**src/logic/spm_pkg.sv**
```systemverilog
`default_nettype none
package spm_pkg;
  // Register offsets in the configuration function
  localparam logic [7:0] SPM_OFF_DATA2 = 8'h66;
  localparam logic [7:0] SPM_OFF_DATA3 = 8'h67;
  localparam logic [7:0] SPM_OFF_PTR23 = 8'h69;
  localparam logic [7:0] SPM_OFF_MISC0 = 8'h6a;
  localparam logic [7:0] SPM_OFF_MISC1 = 8'h6c;
  localparam logic [7:0] SPM_OFF_TS1 = 8'h78;
  localparam logic [7:0] SPM_OFF_TS2 = 8'h79;
  localparam logic [7:0] SPM_OFF_OOB = 8'h7d;
  localparam logic [7:0] SPM_OFF_SWPM = 8'h80;
  localparam logic [7:0] SPM_OFF_HW0 = 8'h81;
  localparam logic [7:0] SPM_OFF_HW1 = 8'h8c;
  // Reset values and writable masks
  localparam logic [7:0] SPM_RST_ZERO = 8'h00;
  localparam logic [7:0] SPM_RST_MISC = 8'h20;
  localparam logic [7:0] SPM_MASK_MISC = 8'h38;
  localparam logic [7:0] SPM_MASK_SW = 8'h0f;
  localparam logic [7:0] SPM_MASK_HW1 = 8'h1f;
  // Field positions
  localparam int SPM_PTR3_LO = 4;
  localparam int SPM_PTR2_LO = 0;
  localparam int SPM_EQ_LO = 4;
  localparam int SPM_OOB_PAT = 3;
  localparam int SPM_PMP = 7;
  localparam int SPM_INACT_EN = 7;
  localparam int SPM_LP0 = 6;
  localparam int SPM_LP1 = 5;
  localparam int SPM_TEN_LO = 3;
  localparam int SPM_PER_LO = 0;
  localparam logic [1:0] SPM_WIN2_SEL = 2'h2;
  localparam logic [1:0] SPM_WIN3_SEL = 2'h3;
  // Power codes and timer enable codes
  localparam logic [3:0] SPM_CODE_PARTIAL = 4'h1;
  localparam logic [3:0] SPM_CODE_SLUMBER = 4'h2;
  localparam logic [1:0] SPM_TEN_PART_ONLY = 2'h1;
  localparam logic [1:0] SPM_TEN_SLUM_ONLY = 2'h2;
  localparam logic [1:0] SPM_TEN_NONE = 2'h3;
  localparam logic [6:0] SPM_PART_MULT = 7'h02;
  localparam logic [6:0] SPM_SLUM_MULT = 7'h0a;
  // Idle timer unit t = 0.425 s
  localparam int SPM_UNIT_US = 425000;
  localparam int SPM_CLK_NS = 10;
  localparam int SPM_UNIT_CYC_DEF = SPM_UNIT_US * 1000 / SPM_CLK_NS;

  typedef struct packed {
    logic [7:0] addr;
    logic wr;
    logic rd;
    logic [7:0] wdata;
  } spm_cfg_req_t;

  typedef struct packed {
    logic dma_rd_dev;
    logic dma_wr_dev;
    logic sg_active;
    logic irq;
    logic fifo_empty;
    logic pmp_err;
    logic port_sel;
    logic pio_tx;
    logic pio_rx;
    logic dma_tx;
    logic dma_rx;
  } spm_tp_stat_t;

  localparam spm_tp_stat_t SPM_TP_RST = '{fifo_empty: 1'b1, default: 1'b0};

  typedef struct packed {
    logic [1:0] partial;
    logic [1:0] slumber;
    logic [1:0] wake;
  } spm_pm_req_t;

  typedef enum logic [3:0] {
    SPM_ACT = 4'h1,
    SPM_PART = 4'h2,
    SPM_EXIT = 4'h4,
    SPM_SLUM = 4'h8
  } spm_lp_t;
endpackage
`default_nettype wire

```
**src/logic/spm_regs.sv**
```systemverilog
`default_nettype none
module spm_regs import spm_pkg::*; #(
  parameter int UNIT_CYC = SPM_UNIT_CYC_DEF
) (
  input wire logic mclk,
  input wire logic rst_n,
  input wire logic clk_en,
  input wire spm_cfg_req_t cfg_req,
  output logic [7:0] cfg_rdata,
  output logic [5:0] phy_addr,
  output logic phy_wr,
  output logic phy_rd,
  output logic [7:0] phy_wdata,
  input wire logic [7:0] phy_rdata,
  input wire spm_tp_stat_t tp_stat,
  input wire logic [1:0] cominit_seen,
  input wire logic [1:0] comwake_seen,
  input wire logic [1:0] oob_seq_end,
  output logic [1:0][1:0] eq_duration,
  output logic [1:0] oob_pattern_d243,
  output spm_pm_req_t pm_req,
  output logic [1:0][3:0] spm_field
);
  localparam int CW = (UNIT_CYC > 1) ? $clog2(UNIT_CYC) : 1;
  localparam logic [CW-1:0] UNIT_LAST = CW'(UNIT_CYC - 1);

  // Refuse a timer unit the counter cannot hold
  if (UNIT_CYC < 1) begin : g_bad_unit
    $error("UNIT_CYC must be at least one");
  end

  // ****************************************************
  // Register decode
  // ****************************************************
  logic [7:0] ptr_reg;
  logic [7:0] misc_reg [2];
  logic [7:0] sw_reg;
  logic [7:0] hw0_reg;
  logic [7:0] hw1_reg;
  logic pmp_reg;
  logic [3:0] oob_reg;
  spm_tp_stat_t tp_q;
  logic port_q;
  logic wr_ptr, wr_m0, wr_m1, wr_ts2, wr_sw, wr_hw0, wr_hw1, wr_d2, wr_d3;
  logic rd_win;

  // Write strobes, gated by the clock enable
  always_comb begin
    wr_ptr = 1'b0;
    wr_m0 = 1'b0;
    wr_m1 = 1'b0;
    wr_ts2 = 1'b0;
    wr_sw = 1'b0;
    wr_hw0 = 1'b0;
    wr_hw1 = 1'b0;
    wr_d2 = 1'b0;
    wr_d3 = 1'b0;
    if (cfg_req.wr && clk_en) begin
      if (cfg_req.addr == SPM_OFF_PTR23) begin
        wr_ptr = 1'b1;
      end else if (cfg_req.addr == SPM_OFF_MISC0) begin
        wr_m0 = 1'b1;
      end else if (cfg_req.addr == SPM_OFF_MISC1) begin
        wr_m1 = 1'b1;
      end else if (cfg_req.addr == SPM_OFF_TS2) begin
        wr_ts2 = 1'b1;
      end else if (cfg_req.addr == SPM_OFF_SWPM) begin
        wr_sw = 1'b1;
      end else if (cfg_req.addr == SPM_OFF_HW0) begin
        wr_hw0 = 1'b1;
      end else if (cfg_req.addr == SPM_OFF_HW1) begin
        wr_hw1 = 1'b1;
      end else if (cfg_req.addr == SPM_OFF_DATA2) begin
        wr_d2 = 1'b1;
      end else if (cfg_req.addr == SPM_OFF_DATA3) begin
        wr_d3 = 1'b1;
      end
    end
  end

  // ****************************************************
  // Embedded PHY data windows
  // ****************************************************
  // Window 2 reaches 4n+2, window 3 reaches 4n+3
  always_comb begin
    phy_addr = {ptr_reg[SPM_PTR2_LO +: 4], SPM_WIN2_SEL};
    if (cfg_req.addr == SPM_OFF_DATA3) begin
      phy_addr = {ptr_reg[SPM_PTR3_LO +: 4], SPM_WIN3_SEL};
    end
    rd_win = (cfg_req.addr == SPM_OFF_DATA2) || (cfg_req.addr == SPM_OFF_DATA3);
    phy_wr = wr_d2 | wr_d3;
    phy_rd = cfg_req.rd & clk_en & rd_win;
    phy_wdata = cfg_req.wdata;
  end

  // Pointer pair register
  always_ff @(posedge mclk or negedge rst_n) begin
    if (!rst_n) begin
      ptr_reg <= SPM_RST_ZERO;
    end else if (wr_ptr) begin
      ptr_reg <= cfg_req.wdata;
    end
  end

  // ****************************************************
  // Per-port PHY miscellaneous control
  // ****************************************************
  always_ff @(posedge mclk or negedge rst_n) begin
    if (!rst_n) begin
      misc_reg[0] <= SPM_RST_MISC;
      misc_reg[1] <= SPM_RST_MISC;
    end else begin
      if (wr_m0) begin
        misc_reg[0] <= cfg_req.wdata & SPM_MASK_MISC;
      end
      if (wr_m1) begin
        misc_reg[1] <= cfg_req.wdata & SPM_MASK_MISC;
      end
    end
  end

  // Drive the PHY settings straight from the registers
  for (genvar p = 0; p < 2; p++) begin : g_misc
    assign eq_duration[p] = misc_reg[p][SPM_EQ_LO +: 2];
    assign oob_pattern_d243[p] = misc_reg[p][SPM_OOB_PAT];
  end

  // ****************************************************
  // Transport and OOB status
  // ****************************************************
  // Snapshot of transport state; buffer reads empty from reset
  always_ff @(posedge mclk or negedge rst_n) begin
    if (!rst_n) begin
      tp_q <= SPM_TP_RST;
      port_q <= 1'b0;
    end else if (clk_en) begin
      tp_q <= tp_stat;
      port_q <= tp_q.port_sel;
    end
  end

  // Sticky error; a new error beats a same-cycle clear
  always_ff @(posedge mclk or negedge rst_n) begin
    if (!rst_n) begin
      pmp_reg <= 1'b0;
    end else if (clk_en) begin
      pmp_reg <= tp_stat.pmp_err | (pmp_reg & ~(wr_ts2 & cfg_req.wdata[SPM_PMP]));
    end
  end

  // OOB flags: bit order port1 init, port1 wake, port0 init, port0 wake
  always_ff @(posedge mclk or negedge rst_n) begin
    if (!rst_n) begin
      oob_reg <= 4'h0;
    end else if (clk_en) begin
      for (int p = 0; p < 2; p++) begin
        oob_reg[2*p] <= comwake_seen[p] | (oob_reg[2*p] & ~oob_seq_end[p]);
        oob_reg[2*p+1] <= cominit_seen[p] | (oob_reg[2*p+1] & ~oob_seq_end[p]);
      end
    end
  end

  // ****************************************************
  // Power management control registers
  // ****************************************************
  logic [3:0] sw_rise;

  always_ff @(posedge mclk or negedge rst_n) begin
    if (!rst_n) begin
      sw_reg <= SPM_RST_ZERO;
      hw0_reg <= SPM_RST_ZERO;
      hw1_reg <= SPM_RST_ZERO;
    end else begin
      if (wr_sw) begin
        sw_reg <= cfg_req.wdata & SPM_MASK_SW;
      end
      if (wr_hw0) begin
        hw0_reg <= cfg_req.wdata;
      end
      if (wr_hw1) begin
        hw1_reg <= cfg_req.wdata & SPM_MASK_HW1;
      end
    end
  end

  // Only a new one fires; rewriting a held one is silent
  assign sw_rise = wr_sw ? (cfg_req.wdata[3:0] & ~sw_reg[3:0]) : 4'h0;

  // ****************************************************
  // Idle timers and per-port low-power sequencing
  // ****************************************************
  logic busy;
  logic [1:0] act, part_hit, slum_hit, part_en, slum_en;
  logic [1:0] t_part, t_slum, t_wake;
  logic [6:0] idle_u [2];
  logic [6:0] t_units [2];
  logic [6:0] thr_p [2];
  logic [6:0] thr_s [2];
  logic [CW-1:0] unit_cnt [2];
  logic [7:0] tcfg [2];
  spm_lp_t st [2];

  assign busy = tp_q.dma_rd_dev | tp_q.dma_wr_dev | tp_q.sg_active |
                tp_q.pio_tx | tp_q.pio_rx | tp_q.dma_tx | tp_q.dma_rx;
  assign tcfg[0] = hw0_reg;
  assign tcfg[1] = hw1_reg;

  for (genvar p = 0; p < 2; p++) begin : g_tmr
    logic tick;

    // Work on this port counts as activity
    assign act[p] = busy && (tp_q.port_sel == 1'(p));
    assign t_units[p] = 7'(tcfg[p][SPM_PER_LO +: 3]) + 7'h01;
    assign thr_p[p] = 7'(t_units[p] * SPM_PART_MULT);
    assign thr_s[p] = 7'(t_units[p] * SPM_SLUM_MULT);
    assign part_en[p] = (tcfg[p][SPM_TEN_LO +: 2] != SPM_TEN_SLUM_ONLY) &&
                        (tcfg[p][SPM_TEN_LO +: 2] != SPM_TEN_NONE);
    assign slum_en[p] = (tcfg[p][SPM_TEN_LO +: 2] != SPM_TEN_PART_ONLY) &&
                        (tcfg[p][SPM_TEN_LO +: 2] != SPM_TEN_NONE);
    assign tick = (unit_cnt[p] == UNIT_LAST);
    assign part_hit[p] = tick && !act[p] && (idle_u[p] + 7'h01 == thr_p[p]);
    assign slum_hit[p] = tick && !act[p] && (idle_u[p] + 7'h01 == thr_s[p]);

    // Idle time in units of t, saturating; activity restarts it
    always_ff @(posedge mclk or negedge rst_n) begin
      if (!rst_n) begin
        unit_cnt[p] <= '0;
        idle_u[p] <= 7'h00;
      end else if (clk_en) begin
        if (act[p]) begin
          unit_cnt[p] <= '0;
          idle_u[p] <= 7'h00;
        end else if (tick) begin
          unit_cnt[p] <= '0;
          if (idle_u[p] != 7'h7f) begin
            idle_u[p] <= idle_u[p] + 7'h01;
          end
        end else begin
          unit_cnt[p] <= unit_cnt[p] + CW'(1);
        end
      end
    end

    // Timer-driven power state of this port
    always_ff @(posedge mclk or negedge rst_n) begin
      if (!rst_n) begin
        st[p] <= SPM_ACT;
      end else if (clk_en) begin
        case (st[p])
          SPM_ACT: begin
            if (part_hit[p] && part_en[p]) begin
              st[p] <= SPM_PART;
            end else if (slum_hit[p] && slum_en[p]) begin
              st[p] <= SPM_SLUM;
            end
          end
          SPM_PART: begin
            if (act[p]) begin
              st[p] <= SPM_ACT;
            end else if (slum_hit[p] && slum_en[p]) begin
              st[p] <= SPM_EXIT;
            end
          end
          SPM_EXIT: begin
            st[p] <= SPM_SLUM;
          end
          SPM_SLUM: begin
            if (act[p]) begin
              st[p] <= SPM_ACT;
            end
          end
          default: begin
            st[p] <= SPM_ACT;
          end
        endcase
      end
    end

    // Requests issued by the timer path
    assign t_part[p] = (st[p] == SPM_ACT) && part_hit[p] && part_en[p];
    assign t_wake[p] = (st[p] == SPM_PART) && slum_hit[p] && slum_en[p];
    assign t_slum[p] = (st[p] == SPM_EXIT) ||
                       ((st[p] == SPM_ACT) && !(part_hit[p] && part_en[p]) &&
                        slum_hit[p] && slum_en[p]);
  end

  // ****************************************************
  // Request merge toward the PHY
  // ****************************************************
  logic switch_evt;
  logic old_lp_slum;
  logic [1:0] rq_part, rq_slum;

  // Port switch puts the port just left into its chosen mode at once
  assign switch_evt = hw0_reg[SPM_INACT_EN] && (tp_q.port_sel != port_q);
  assign old_lp_slum = port_q ? hw0_reg[SPM_LP1] : hw0_reg[SPM_LP0];

  always_comb begin
    for (int p = 0; p < 2; p++) begin
      rq_part[p] = sw_rise[2*p] | t_part[p] |
                   (switch_evt && (port_q == 1'(p)) && !old_lp_slum);
      rq_slum[p] = sw_rise[2*p+1] | t_slum[p] |
                   (switch_evt && (port_q == 1'(p)) && old_lp_slum);
    end
  end

  // One-cycle request pulses plus the last SPM code per port
  always_ff @(posedge mclk or negedge rst_n) begin
    if (!rst_n) begin
      pm_req <= '0;
      spm_field <= '0;
    end else if (clk_en) begin
      pm_req.partial <= rq_part & ~rq_slum;
      pm_req.slumber <= rq_slum;
      pm_req.wake <= t_wake;
      for (int p = 0; p < 2; p++) begin
        if (rq_slum[p]) begin
          spm_field[p] <= SPM_CODE_SLUMBER;
        end else if (rq_part[p]) begin
          spm_field[p] <= SPM_CODE_PARTIAL;
        end
      end
    end
  end

  // ****************************************************
  // Read data
  // ****************************************************
  // Unmapped offsets read as zero; reserved bits read as zero
  always_ff @(posedge mclk or negedge rst_n) begin
    if (!rst_n) begin
      cfg_rdata <= 8'h00;
    end else if (clk_en && cfg_req.rd) begin
      if (rd_win) begin
        cfg_rdata <= phy_rdata;
      end else if (cfg_req.addr == SPM_OFF_PTR23) begin
        cfg_rdata <= ptr_reg;
      end else if (cfg_req.addr == SPM_OFF_MISC0) begin
        cfg_rdata <= misc_reg[0];
      end else if (cfg_req.addr == SPM_OFF_MISC1) begin
        cfg_rdata <= misc_reg[1];
      end else if (cfg_req.addr == SPM_OFF_TS1) begin
        cfg_rdata <= {3'h0, tp_q.dma_rd_dev, tp_q.dma_wr_dev, tp_q.sg_active,
                      tp_q.irq, tp_q.fifo_empty};
      end else if (cfg_req.addr == SPM_OFF_TS2) begin
        cfg_rdata <= {pmp_reg, 2'h0, tp_q.port_sel, tp_q.pio_tx, tp_q.pio_rx,
                      tp_q.dma_tx, tp_q.dma_rx};
      end else if (cfg_req.addr == SPM_OFF_OOB) begin
        cfg_rdata <= {4'h0, oob_reg};
      end else if (cfg_req.addr == SPM_OFF_SWPM) begin
        cfg_rdata <= sw_reg;
      end else if (cfg_req.addr == SPM_OFF_HW0) begin
        cfg_rdata <= hw0_reg;
      end else if (cfg_req.addr == SPM_OFF_HW1) begin
        cfg_rdata <= hw1_reg;
      end else begin
        cfg_rdata <= 8'h00;
      end
    end
  end
endmodule
`default_nettype wire

```
**config.mk**
```make
export PLATFORM = sky130hd
export DESIGN_NAME = spm_regs
export DESIGN_NICKNAME = d
export VERILOG_FILES = /design/src/logic/spm_pkg.sv /design/src/logic/spm_regs.sv
export SDC_FILE = /design/constraint.sdc
export NUM_CORES = 1
export LEC_CHECK = 0
export ABC_AREA = 1
export BUFFER_PORTS_ARGS = -buffer_cell sky130_fd_sc_hd__buf_2
export CAP_MARGIN = 40
export CORE_ASPECT_RATIO = 1.2
export CORE_UTILIZATION = 54
export CTS_CLUSTER_SIZE = 14
export DETAILED_ROUTE_END_ITERATION = 6
export PLACE_DENSITY = 0.77
export SYNTH_ARGS = -nofsm -noshare
export SYNTH_HDL_FRONTEND = slang
export SYNTH_SLANG_ARGS = --single-unit
```
**constraint.sdc**
```tcl
create_clock -name mclk -period 2.2 [get_ports mclk]
set_input_delay 0 -clock mclk [delete_from_list [all_inputs] [get_ports mclk]]
set_output_delay 0 -clock mclk [all_outputs]
set_load 0.1 [all_outputs]
```
==> flow_summary_export.csv <==
group,metric,value,unit
run_status,status,"finished with violations",
run_status,violations,"negative setup slack",
worst_setup_path,cp_max_fo,3,
synth,syn_inst,1091,
synth,synth-edff-count,0,
clock_tree,htreeDepth,4,
route,via_per_inst,5.43,
floorplan,die_area,15600,um2
pwr,power.leakage,4.77,nW
layout,final_cells,1448,
timing,fmax,438,MHz
grt,grt_pass1_wl,36.0,mm
synth,async_flop_share,100,%
synth,synth_area_leaders,"dfrtp_1 (41%), nand2_1 (14%), inv_1 (6.2%)",
timing,clock_skew,0.0132,ns
synth,synth_most_common_cell,"nand2_1",
pwr,power.density,688,nW/um2
timing,setup_viol,12,
worst_setup_path,crit_path_start,"hw1_reg[1]",
timing,final.min_clock_period,2.28,ns
timing,tns,-0.411,ns
worst_setup_path,r2r_end,"spm_field[4]",
synth,yosysUniqueCellTypes,52,
synth,synth_top_cell_area_share,41.0,%
route,vias,7857,
worst_setup_path,r2r_cells,15,
placement,place_hpwl,15.5,mm
floorplan,fp.dieW,114,um
timing,maxSlewHeadroom,57.0,%
timing,setup_ws,-0.0840,ns
placement,port_buffers,84,
synth,yosysTopAreaCell,"dfrtp_1",
route,dr.pass1.iters,5,
synth,yosys_warnings,0,
synth,ys_top_cells_by_count,"nand2_1 (302), inv_1 (135), dfrtp_1 (134)",
floorplan,ioPinCount,90,
worst_setup_path,critPathBufInv,1,
floorplan,coreArea,14600,um2
pwr,vdd_drop_max,0.567,mV
worst_setup_path,path_cells,"ha_4 > xor2_2 > ha_2 > ha_4 > xnor2_4 > xor2_1 > nand2_1 > nand2_2 > nand3b_1 > nor2_1 > nand2_1 > nand2_1 > nand2_2 > nand2_2 > inv_2",
floorplan,rows,48,
worst_setup_path,rrSetupSlack,-0.08,ns
route,drc,0,
synth,ys_ff_latch,139,
pwr,fin_total_pwr,6.99,mW
placement,place_inst,1375,
worst_setup_path,path_class,"reg -> reg",
layout,reg_top3,"unit_cnt: 52 flops, idle_u: 14 flops, tp_q: 10 flops",
route,final_antenna_net_count,0,
layout,largest_reg_flops,52,
timing,finalHoldViolations,0,
route,wl_per_cell,15.2,um
timing,rsz0062_at_grt,"yes",
clock_tree,tritoncts,"done",
timing,drv_slew,0,
layout,area_growth,24.3,%
synth,ys.flop_type,"dfrtp_1",
worst_setup_path,crit_family,"simple AND/OR/NAND/NOR gates",
worst_hold_path,hold_path.class,"in -> reg",
timing,fin_crit_sh,104,%
floorplan,die_h,137,um
clock_tree,clock_sinks,139,
layout,largest-register,"unit_cnt",
worst_setup_path,slowest_delay,0.42,ns
worst_setup_path,worstSetupEndpointType,"register",
synth,yosysSeqAreaShare,42.6,%
worst_setup_path,cp_data_required_time,2.53,ns
worst_setup_path,timing.rr.start,"hw1_reg[1]",
route,routed_wl,22.1,mm
placement,globalplace.congestion,0.912,
clock_tree,cts_buffer_depth,2,
route,drtIter0Drc,663,
grt,grt_use_total,29.8,%
clock_tree,path_clk_slew,0.06,ns
layout,drive_gt1_share,17.6,%
placement,place_ws,-0.152,ns
run,drv_cap,0,
worst_setup_path,worstSetupEndpoint,"spm_field[4]",
clock_tree,cts_buffers,17,
synth,syn_area,8170,um2
worst_setup_path,crit_cells,15,
clock_tree,cts_root_buffer,"clkbuf_16",
timing,tightest_slew,0.645,ns
worst_setup_path,cp.arrival,2.61,ns
grt,grt_max_degree,77,
layout,diodes,0,
clock_tree,clock_latency,0.43,ns
grt,overflow,0,
worst_setup_path,start_kind,"register",
grt,grt_pass1_vias,7664,
grt,antenna_found_initial,0,
floorplan,start_util,56.0,%
synth,postSynthAreaPerCell,7.49,um2
layout,finalNetCount,1294,
worst_setup_path,slowest_stage,"dfrtp_1",
[placed cells by master, fill, tap and decap left out, types with 26 or more instances in the layout]
cell type and count:
nand3_1 49, buf_2 81, nand4_1 40, inv_1 131, buf_4 34, nand2_1 293
o21ai_0 81, dfrtp_1 134, xor2_1 26, nor2_1 95, dlygate4sd3_1 36
[area by class of cell]
type                    instances  area (um2)
repair buffers                156        1110
clock inverters                 9         138
clock buffers                  22         474
flip-flops and latches        139        3480
well taps                     200         250
fillers                      1187        4440
multi-input cells             784        4180
inverters                     138         519
[worst register-to-register path, delay by kind of cell, from the launching register on]
family                     cells  cell delay [ns]
adders and majority gates      3             0.55
xor gates and xnor gates       3             0.51
and+or+nand+nor                8             0.67
buffers and inverters          1             0.03
DFF                            1             0.42
[per-layer routing]
metal / share of wire (%) / vias up / wire length (um) / global-route usage [%]
li1: - / 3846 / - / -
met3: 4.4 / 66 / 978 / 4.69
met4: 4.3 / 0 / 960 / 16.7
met2: 51 / 270 / 11300 / 52.4
met5: 0 / - / 0 / 0
met1: 40 / 3675 / 8810 / 34.6
[cell families (layout without fill, tap and decap cells)]
| kind of cell | count (synthesis) | after routing | synth area share [%] |
|---|---|---|---|
| multiplexers | 2 | 2 | 0.245 |
| buffers and inverters | 171 | 325 | 8.71 |
| adder cells (fa/ha/maj) | 12 | 12 | 1.84 |
| AO/OA/AOI/OAI | 170 | 170 | 12.1 |
| flip-flops | 139 | 139 | 42.6 |
| other | 2 | 5 | 0.0919 |
| XOR/XNOR | 37 | 37 | 4.06 |
| AND/OR/NAND/NOR | 558 | 558 | 30.4 |
[worst min path at each step]
stage,end,slack [ns],from,cells after the start
floorplan,cfg_rdata[0],-0.30,rst_n,0
CTS,eq_duration[1],0.02,cfg_req[10],4
finish,eq_duration[1],0.04,cfg_req[10],4
detailed placement,unit_cnt[17],0.01,rst_n,1
global route,pmp_reg,0.06,cfg_req[9],4
global placement,unit_cnt[16],0.008,rst_n,1
[metrics by stage]
stage / util (%) / hold WS, ns / area [um2]
2_1_floorplan: - / -0.296 / 8220
3_5_place_dp: 61.6 / 0.0103 / 8990
3_3_place_gp: 61.6 / 0.00843 / 8990
6_report: 69.6 / 0.0429 / 10200
5_1_grt: 69.6 / 0.0565 / 10200
4_1_cts: 69.1 / 0.0195 / 10100
[power by group]
group	total, mW	switching [mW]	internal [mW]	leakage [nW]
clock network	2.99	1.12	1.87	0.297
logic	1.15	0.790	0.360	2.60
registers	2.85	0.134	2.71	1.87
total	6.99	2.04	4.95	4.77
[timing repair]
item | CTS | global route
setup buffers | 3 | 3
hold endpoints to repair | 148 | 0
pin swaps | 21 | 22
setup endpoints to repair | 14 | 26
hold buffers | 36 | 0
gates resized for setup | 18 | 16
Note: power is estimated with default switching activity, not from simulation.
